<file path="config.mk">
export PLATFORM = sky130hd
export DESIGN_NAME = ptf_trigger_top
export DESIGN_NICKNAME = d
export VERILOG_FILES = /design/src/ptf_pkg.sv /design/src/ptf_filter_if.sv /design/src/ptf_input_filter.sv /design/src/ptf_trigger_top.sv
export SDC_FILE = /design/constraint.sdc
export NUM_CORES = 1
export LEC_CHECK = 0
export BUFFER_PORTS_ARGS = -buffer_cell sky130_fd_sc_hd__buf_2
export CAP_MARGIN = 10
export CORE_AREA = 2 2 73 75
export CTS_CLUSTER_SIZE = 28
export DETAILED_ROUTE_END_ITERATION = 10
export DIE_AREA = 0 0 75 77
export HOLD_SLACK_MARGIN = 0.03
export PLACE_DENSITY = 0.75
export SKIP_LAST_GASP = 1
export SYNTH_ARGS = -nofsm -noshare
export SYNTH_HDL_FRONTEND = slang
export SYNTH_HIERARCHICAL = 1
export SYNTH_SLANG_ARGS = --single-unit
</file>
<file path="constraint.sdc">
create_clock -name clk -period 2.6 [get_ports clk]
set_input_delay 0.13 -clock clk [delete_from_list [all_inputs] [get_ports clk]]
set_output_delay 0.13 -clock clk [all_outputs]
set_load 0.05 [all_outputs]
</file>
<file path="src/ptf_pkg.sv">
// constants and types for the pump logic io trigger filter
package ptf_pkg;
  localparam int unsigned CLK_HZ = 125_000_000;
  localparam int unsigned SAMPLE_MS = 50;
  localparam int unsigned STABLE_MS = 100;
  localparam int unsigned SAMPLE_CYCLES = CLK_HZ / 1000 * SAMPLE_MS;
  localparam int unsigned STABLE_SAMPLES = STABLE_MS / SAMPLE_MS;
  localparam int unsigned NUM_INPUTS = 4;
  localparam int unsigned IN_TRIG = 0;
  localparam int unsigned IN_DIR = 1;
  localparam int unsigned IN_EVENT = 2;
  localparam int unsigned IN_PROG = 3;
  localparam logic DIR_INFUSE = 1'b1;
  localparam logic DIR_RESET = 1'b1;
  typedef enum logic [3:0] {
    toggle_falling_mode,
    hold_to_run_mode,
    toggle_rising_mode,
    level_edge_mode,
    start_only_falling_mode,
    start_only_rising_mode,
    stop_only_falling_mode,
    stop_only_rising_mode,
    run_when_low_mode,
    run_when_high_mode,
    halt_when_low_mode,
    halt_when_high_mode,
    trigger_disabled_mode
  } ptf_trig_mode_e;
endpackage : ptf_pkg

</file>
<file path="src/ptf_filter_if.sv">
// filtered levels and edges passed from the input filter to the decoder
`timescale 1ns/1ps
`default_nettype none
interface ptf_filter_if #(parameter int N = 4);
  logic [N-1:0] level;
  logic [N-1:0] rise;
  logic [N-1:0] fall;
  logic valid;
  modport filt (output level, output rise, output fall, output valid);
  modport user (input level, input rise, input fall, input valid);
endinterface : ptf_filter_if
`default_nettype wire

</file>
<file path="src/ptf_input_filter.sv">
// sampled debounce filter with edge detection for the control inputs
`timescale 1ns/1ps
`default_nettype none
module ptf_input_filter #(
  parameter int N = 4,
  parameter int SAMPLE_CYCLES = 6250000,
  parameter int STABLE_SAMPLES = 2
) (
  input wire logic clk,
  input wire logic rst,
  input wire logic [N-1:0] pins,
  ptf_filter_if.filt fo
);
  localparam int CW = $clog2(SAMPLE_CYCLES + 1);
  localparam int SW = $clog2(STABLE_SAMPLES + 1);
  logic [CW-1:0] div_r;
  logic tick;
  logic [N-1:0] cand_r;
  logic [N-1:0] level_r;
  logic [N-1:0] rise_r;
  logic [N-1:0] fall_r;
  logic valid_r;
  logic [SW-1:0] cnt_r [N];
  logic [N-1:0] accept;

  assign tick = (div_r == CW'(SAMPLE_CYCLES - 1));
  assign fo.level = level_r;
  assign fo.rise = rise_r;
  assign fo.fall = fall_r;
  assign fo.valid = valid_r;

  always_ff @(posedge clk or posedge rst)
  begin
    if (rst)
      div_r <= '0;
    else
      div_r <= tick ? '0 : div_r + CW'(1);
  end

  // a level is accepted once it was seen on consecutive samples spanning the stable time
  always_comb
  begin
    for (int i = 0; i < N; i++)
      accept[i] = tick && (pins[i] == cand_r[i]) && (cnt_r[i] >= SW'(STABLE_SAMPLES - 1));
  end

  always_ff @(posedge clk or posedge rst)
  begin
    if (rst)
    begin
      cand_r <= '0;
      level_r <= '0;
      rise_r <= '0;
      fall_r <= '0;
      valid_r <= 1'b0;
      for (int i = 0; i < N; i++)
        cnt_r[i] <= '0;
    end
    else
    begin
      rise_r <= '0;
      fall_r <= '0;
      for (int i = 0; i < N; i++)
      begin
        if (tick)
        begin
          cand_r[i] <= pins[i];
          // shorter pulses restart the count and never reach the level
          if (pins[i] != cand_r[i])
            cnt_r[i] <= '0;
          else if (cnt_r[i] < SW'(STABLE_SAMPLES - 1))
            cnt_r[i] <= cnt_r[i] + SW'(1);
        end
        if (accept[i])
        begin
          level_r[i] <= pins[i];
          // first accepted level only loads, so power-up makes no edge
          rise_r[i] <= valid_r && !level_r[i] && pins[i];
          fall_r[i] <= valid_r && level_r[i] && !pins[i];
        end
      end
      if (tick && &accept)
        valid_r <= 1'b1;
    end
  end
endmodule : ptf_input_filter
`default_nettype wire

</file>
<file path="src/ptf_trigger_top.sv">
// pump rear logic io: input conditioning, trigger decode and status outputs
`timescale 1ns/1ps
`default_nettype none
module ptf_trigger_top #(
  parameter int SAMPLE_CYCLES = ptf_pkg::SAMPLE_CYCLES,
  parameter int STABLE_SAMPLES = ptf_pkg::STABLE_SAMPLES
) (
  input wire logic clk,
  input wire logic rst,
  input wire logic trig_pin,
  input wire logic dir_pin,
  input wire logic event_pin,
  input wire logic prog_pin,
  input wire logic [3:0] trig_mode,
  input wire logic reciprocating_setting,
  input wire logic dual_pump_setting,
  input wire logic alarm,
  input wire logic keypad_busy,
  input wire logic event_armed,
  input wire logic pumping,
  input wire logic pause_timer_active,
  input wire logic motor_option,
  input wire logic program_active,
  input wire logic dir_load,
  input wire logic dir_load_value,
  output logic start_req,
  output logic stop_req,
  output logic event_jump,
  output logic prog_level,
  output logic lockout_level,
  output logic dir_infuse,
  output logic dir_out,
  output logic motor_out
);
  ptf_filter_if #(.N(ptf_pkg::NUM_INPUTS)) flt ();

  ptf_input_filter #(
    .N(ptf_pkg::NUM_INPUTS),
    .SAMPLE_CYCLES(SAMPLE_CYCLES),
    .STABLE_SAMPLES(STABLE_SAMPLES)
  ) u_filter (
    .clk(clk),
    .rst(rst),
    .pins({prog_pin, event_pin, dir_pin, trig_pin}),
    .fo(flt)
  );

  logic start_req_r;
  logic stop_req_r;
  logic event_jump_r;
  logic prog_level_r;
  logic dir_r;
  logic dir_out_r;
  logic motor_r;

  // the normal and reversed variants differ only in which edge they react to
  function automatic logic pick_edge(input logic use_rise, input logic rise, input logic fall);
    pick_edge = use_rise ? rise : fall;
  endfunction : pick_edge

  // trigger and direction control is locked out while the keypad edits or an alarm stands
  wire ext_ok = !alarm && !keypad_busy;
  wire t_rise = flt.rise[ptf_pkg::IN_TRIG] && ext_ok;
  wire t_fall = flt.fall[ptf_pkg::IN_TRIG] && ext_ok;
  wire t_lvl = flt.level[ptf_pkg::IN_TRIG];
  wire lvl_ok = flt.valid && ext_ok;
  wire d_rise = flt.rise[ptf_pkg::IN_DIR] && ext_ok;
  wire d_fall = flt.fall[ptf_pkg::IN_DIR] && ext_ok;

  // toggle state follows the program's own run state, so a key stop is respected
  wire tog_edge_f = pick_edge(1'h0, t_rise, t_fall);
  wire tog_edge_r = pick_edge(1'h1, t_rise, t_fall);
  logic dec_start;
  logic dec_stop;

  always_comb
  begin
    dec_start = 1'b0;
    dec_stop = 1'b0;
    case (trig_mode)
      4'(ptf_pkg::toggle_falling_mode):
      begin
        dec_start = tog_edge_f && !program_active;
        dec_stop = tog_edge_f && program_active;
      end
      4'(ptf_pkg::toggle_rising_mode):
      begin
        dec_start = tog_edge_r && !program_active;
        dec_stop = tog_edge_r && program_active;
      end
      4'(ptf_pkg::hold_to_run_mode):
      begin
        dec_start = t_fall;
        dec_stop = t_rise;
      end
      4'(ptf_pkg::level_edge_mode):
      begin
        dec_start = t_rise;
        dec_stop = t_fall;
      end
      4'(ptf_pkg::start_only_falling_mode): dec_start = pick_edge(1'h0, t_rise, t_fall);
      4'(ptf_pkg::start_only_rising_mode): dec_start = pick_edge(1'h1, t_rise, t_fall);
      4'(ptf_pkg::stop_only_falling_mode): dec_stop = pick_edge(1'h0, t_rise, t_fall);
      4'(ptf_pkg::stop_only_rising_mode): dec_stop = pick_edge(1'h1, t_rise, t_fall);
      4'(ptf_pkg::run_when_low_mode): dec_start = lvl_ok && !t_lvl;
      4'(ptf_pkg::run_when_high_mode): dec_start = lvl_ok && t_lvl;
      4'(ptf_pkg::halt_when_low_mode): dec_stop = lvl_ok && !t_lvl;
      4'(ptf_pkg::halt_when_high_mode): dec_stop = lvl_ok && t_lvl;
      4'(ptf_pkg::trigger_disabled_mode):
      begin
        dec_start = 1'b0;
        dec_stop = 1'b0;
      end
      default:
      begin
        dec_start = 1'b0;
        dec_stop = 1'b0;
      end
    endcase
  end

  // reciprocating: fall goes to infuse, rise to withdraw; dual pump the opposite way
  wire rec_to_inf = reciprocating_setting && !dir_r && d_fall;
  wire rec_to_wdr = reciprocating_setting && dir_r && d_rise;
  wire dual_to_inf = dual_pump_setting && !reciprocating_setting && !dir_r && d_rise;
  wire dual_to_wdr = dual_pump_setting && !reciprocating_setting && dir_r && d_fall;
  wire dir_nxt = dir_load ? dir_load_value :
                 (rec_to_inf || dual_to_inf) ? ptf_pkg::DIR_INFUSE :
                 (rec_to_wdr || dual_to_wdr) ? !ptf_pkg::DIR_INFUSE : dir_r;
  wire motor_nxt = motor_option ? (pumping || pause_timer_active) : pumping;
  // the event input is gated only by the program's arming, not by alarms
  wire ev_nxt = event_armed && flt.fall[ptf_pkg::IN_EVENT];

  // edge-mode requests are single-cycle pulses; the sequencer takes them on the next edge
  always_ff @(posedge clk or posedge rst)
  begin
    if (rst)
      start_req_r <= 1'h0;
    else
      start_req_r <= dec_start;
  end

  always_ff @(posedge clk or posedge rst)
  begin
    if (rst)
      stop_req_r <= 1'h0;
    else
      stop_req_r <= dec_stop;
  end

  always_ff @(posedge clk or posedge rst)
  begin
    if (rst)
      event_jump_r <= 1'h0;
    else
      event_jump_r <= ev_nxt;
  end

  // one flop keeps both program-input outputs straight from a register
  always_ff @(posedge clk or posedge rst)
  begin
    if (rst)
      prog_level_r <= 1'h0;
    else
      prog_level_r <= flt.level[ptf_pkg::IN_PROG];
  end

  // internal direction state that the reciprocating decode compares against
  always_ff @(posedge clk or posedge rst)
  begin
    if (rst)
      dir_r <= ptf_pkg::DIR_RESET;
    else
      dir_r <= dir_nxt;
  end

  // separate pin flop so the direction pin never glitches through decode
  always_ff @(posedge clk or posedge rst)
  begin
    if (rst)
      dir_out_r <= ptf_pkg::DIR_RESET;
    else
      dir_out_r <= dir_nxt;
  end

  // the option only widens the high time to cover pause timers
  always_ff @(posedge clk or posedge rst)
  begin
    if (rst)
      motor_r <= 1'h0;
    else
      motor_r <= motor_nxt;
  end

  assign start_req = start_req_r;
  assign stop_req = stop_req_r;
  assign event_jump = event_jump_r;
  assign prog_level = prog_level_r;
  assign lockout_level = prog_level_r;
  assign dir_infuse = dir_r;
  assign dir_out = dir_out_r;
  assign motor_out = motor_r;
endmodule : ptf_trigger_top
`default_nettype wire
</file>
; After elaboration in Yosys (flattened, before gate mapping)
; Index checks and enable logic that the tools add are counted.
; Widths: inputs -> output; s select.
[totals]
in_bits = 21
out_inout_bits = 8
regBits = 51
wordCells = 141
[classes]
n_eq_ne = 20
mux = 20
n_reduce_logical = 69
order_cmp = 8
add_sub_neg = 5
[op_table]
columns = operator, count
row1 = $logic_and 1x1->1, 41
row2 = $add 23x1->23 const B, 1
row3 = $eq 23x23->1 const B, 1
row4 = $mux 23, 1
row5 = $eq 4x3->1 const B, 4
row6 = $eq 4x4->1 const B, 4
row7 = $mux 2, 8
row8 = $pmux 1 s6, 2
row9 = $logic_not 1->1, 10
row10 = $mux 1, 9
row11 = $add 2x1->2 const B, 4
row12 = $eq 4x2->1 const B, 2
row13 = $ge 2x1->1 const B, 4
row14 = $lt 2x1->1 const B, 4
row15 = $reduce_and 2->1, 4
row16 = $reduce_bool 2->1, 4
row17 = $reduce_or 2->1, 4
row18 = $eq 1x1->1, 4
row19 = $eq 4x1->1 const B, 1
row20 = $logic_not 4->1, 1
row21 = $ne 1x1->1, 4
row22 = $reduce_and 4->1, 1
row23 = $logic_or 1x1->1, 3
row24 = $reduce_bool 3->1, 1

; Longest topological paths before layout
[depth]
depth_word = 8
depth_mapped = 6
ltp_nobuf = 6

; Modules after synthesis
; Netlist, hierarchy kept.
[modules_own_cells]
columns = module, cells_per_inst, n_inst, seq_area_each_um2, area_per_inst_um2
row1 = ptf_input_filter, 230, 1, 1201.2, 2449.8
row2 = ptf_trigger_top, 42, 1, 151.4, 372.9

; Worst setup path before layout
; Ideal clock, no wire load.
[synth_path]
kind = register to register
startpoint = reg u_filter.div_r[4]
endpoint = reg u_filter.level_r[0], in the netlist u_filter/fo.level[0]
setup_slack_ns = 0.449
path_buffers = 1
required_ns = 2.479
period_less_slack_ns = 2.151
arrival_ns = 2.029
path_stages_with_launch = 6
setup_time_ns = 0.121
cell_sequence = dfrtp_1 > or4b_4 > or4_4 > buf_6 > o41a_1 > o22a_1
[synth_between]
elab_chain_cells = 3
[synth_rtl]
columns = element, line
row1 = start: declaration, ptf_input_filter.sv:16  ; logic [CW-1:0] div_r;
row2 = start signal: assignment, ptf_input_filter.sv:37  ; div_r <= tick ? '0 : div_r + CW'(1);
row3 = $eq 23x23->1, ptf_input_filter.sv:26  ; assign tick = (div_r == CW'(SAMPLE_CYCLES - 1));
row4 = $logic_and 1x1->1 (2 in a row), ptf_input_filter.sv:44  ; accept[i] = tick && (pins[i] == cand_r[i]) && (cnt_r[i] >= SW'(STABLE_SAMPLES - 1));
row5 = end signal: indexed assignment, ptf_input_filter.sv:76  ; level_r[i] <= pins[i];
row6 = end: declaration, ptf_input_filter.sv:19  ; logic [N-1:0] level_r;
; No other way between the ends.
; A chain may end at the register's enable or synchronous reset.

; Worst setup path after layout
[layout_path]
startpoint = reg u_filter.div_r[6]
endpoint = reg u_filter/cnt_r[6] (netlist name)
[layout_between]
elab_chain_cells = 2
[layout_rtl]
columns = element, line
row1 = $eq 23x23->1, ptf_input_filter.sv:26
row2 = $reduce_and 2->1 (no source line), --
row3 = end signal: indexed assignment, ptf_input_filter.sv:72  ; cnt_r[i] <= cnt_r[i] + SW'(1);
row4 = end: declaration, ptf_input_filter.sv:23  ; logic [SW-1:0] cnt_r [N];
; No other way between the ends.

==> results.py <==
metrics = {
    "run_status": {
        "run_status": "finished clean",
    },
    "floorplanning": {
        "die_area_um2": 5780,
        "die_w_um": 75,
        "die_h_um": 77,
        "coreArea_um2": 4980,
        "start_util_pct": 54.5,
        "rows": 26,
        "io_pins": 29,
    },
    "place": {
        "numPortBuffers": 28,
        "post-dp-hpwl_um": 3670,
        "gp_congestion": 0.779,
    },
    "routing": {
        "first_iter_violations": 118,
        "dr.pass1.iters": 4,
        "ant_nets": 0,
        "drc_errors": 0,
        "routed_via_density": 5.65,
        "vias": 2101,
        "finalWirelength_um": 5340,
        "wl_per_cell_um": 14.4,
    },
    "sta": {
        "hold-worst-slack_ns": 0.0935,
        "setup_viol": 0,
        "rsz0062_at_grt": "false",
        "max_freq_mhz": 435,
        "hold_violations": 0,
        "slew_headroom_pct": 53.2,
        "fin_setup_tns_ns": 0,
        "slew_viol_final": 0,
        "worst_pin_slew_ns": 0.695,
        "fin_crit_sh_pct": 88.4,
        "fin_crit_ns": 2.30,
        "clock_skew_ns": 0.0100,
    },
    "cts": {
        "cts.repair.resized": 0,
        "cts_setup_buffers": 0,
        "clockBufferDepth": 2,
        "cts.sinks": 51,
        "clkTransAtPathRegs_ns": 0.10,
        "cts-root-buf": "clkbuf_8",
        "cts_max_level": 2,
        "numCtsBuffers": 5,
        "cts_tree": "yes",
        "clkLatencyLatePin_ns": 0.30,
    },
    "final_layout": {
        "fill_cells": 420,
        "n_antenna_cell": 0,
        "final_common_cell": "dfrtp_1",
        "final_cell_mix": "dfrtp_1 (50), buf_2 (28), nor2_1 (19)",
        "syn_to_final_growth_pct": 12.8,
        "fin_nets": 327,
        "drive_above_1_share_pct": 18.2,
    },
    "power": {
        "sw_frac_of_total_pct": 22.6,
        "p_leak_nw": 1.35,
        "seqPwrFrac_pct": 55.4,
        "power_switching_w": 0.000329,
        "combPwrFrac_pct": 7.0,
        "power-per-cell-area_nw_per_um2": 475,
        "clock_power_share_pct": 37.6,
        "p_int_w": 0.00113,
        "ir_drop_mv": 0.435,
    },
    "yosys": {
        "synth_warnings": 6,
        "synth_nets": 290,
        "netlist_area_um2": 2710,
        "synth_area_per_cell_um2": 10.3,
        "synthCells": 264,
    },
    "critical_path": {
        "ff2ff_setup_slack_ns": 0.30,
        "r2r-start": "u_filter/div_r[6]",
        "criticalPathCategory": "flop to flop",
        "worst_setup_path_end_kind": "flop",
        "r2r_cells": 4,
        "crit_fanout": 11,
        "cp-start-kind": "flop",
        "worstPathRequired_ns": 2.78,
        "crit_arrival_ns": 2.48,
        "r2r_end": "u_filter/cnt_r[6]",
    },
    "run": {
        "cap_violations": 0,
    },
    "min_path": {
        "hp-class": "primary input to flop",
        "hold_start": "dir_pin",
        "hold_path_depth": 3,
        "whs_endpoint": "u_filter/fo.rise[1]",
    },
    "grt": {
        "grt_start_max_net_pins": 46,
        "grtUsageTotal_pct": 19.4,
        "grt_pass1_vias": 1960,
        "gr-total-overflow": 0,
        "grt_first_pass_wirelength_um": 8810,
        "grt_antenna_before_repair": 0,
    },
}
worst max-delay path, stage by stage (launching register included):
cell	delay (ns)
dfrtp_1	0.44
or4_1	0.56
nor2_1	0.38
nand2_1	0.37
a221o_1	0.44
state kept, by name (all words and copies together) (netlist names), 2 cells and up:
signal and cells:
u_filter/fo.fall 3, u_filter/div_r 23, u_filter/fo.rise 2, u_filter/fo.level 4
u_filter/cand_r 4, u_filter/cnt_r 8
final cells by class:
type                       instances  area [um^2]  area share, %
multi-input combinational        185         1260           41.3
clock inverter                     3         43.8           1.43
timing repair buffer              41          253           8.26
clock buffer                       5         68.8           2.25
sequential                        51         1280           41.8
tap                               70         87.6           2.86
inverter                          17         63.8           2.09
metal layers:
metal  vias to the layer above  global-route usage [%]  part of all wire [%]
met5                         -                       0                     0
met4                         0                    4.82                  0.88
met3                         4                    3.68                   3.5
met2                        41                    31.0                    48
met1                      1016                    27.2                    47
li1                       1040                       -                     -
repair_timing:
action,CTS,global route
hold buffers,6,0
setup endpoints to repair,0,0
hold endpoints to repair,54,0
how the worst max path moves through the flow:
| stage | from | end | slack, ns | depth (start not counted) |
|---|---|---|---|---|
| 6_report | u_filter/div_r[6] | u_filter/cnt_r[6] | 0.30 | 4 |
| 5_1_grt | u_filter/div_r[6] | u_filter/cnt_r[6] | 0.21 | 4 |
| 4_1_cts | u_filter/div_r[6] | u_filter/cnt_r[6] | 0.34 | 4 |
| 3_5_place_dp | u_filter/div_r[6] | u_filter/cnt_r[6] | 0.37 | 4 |
| 3_3_place_gp | u_filter/div_r[4] | u_filter/fo.level[3] | 0.41 | 4 |
| 2_1_floorplan | u_filter/div_r[4] | u_filter/fo.level[0] | 0.45 | 5 |
metrics by stage:
step | std cells | area (um^2) | total power, W | setup slack (ns) | utilization (%)
floorplan | 264 | 2710 | 0.000880 | 0.449 | -
global placement | 358 | 2890 | 0.000914 | 0.410 | 58.0
detailed placement | 358 | 2890 | 0.000915 | 0.367 | 58.0
CTS | 372 | 3060 | 0.00147 | 0.341 | 61.5
global route | 372 | 3060 | 0.00151 | 0.214 | 61.5
finish | 372 | 3060 | 0.00145 | 0.300 | 61.5
power by group through the flow:
stage / Sequential [W] / Clock (W) / Combinational, W
detailed placement: 0.000822 / 0 / 0.0000929
global route: 0.000808 / 0.000592 / 0.000113
global placement: 0.000822 / 0 / 0.0000922
finish: 0.000806 / 0.000547 / 0.000101
floorplan: 0.000832 / 0 / 0.0000485
CTS: 0.000807 / 0.000561 / 0.000102
Note: power is estimated with default switching activity, not from simulation.
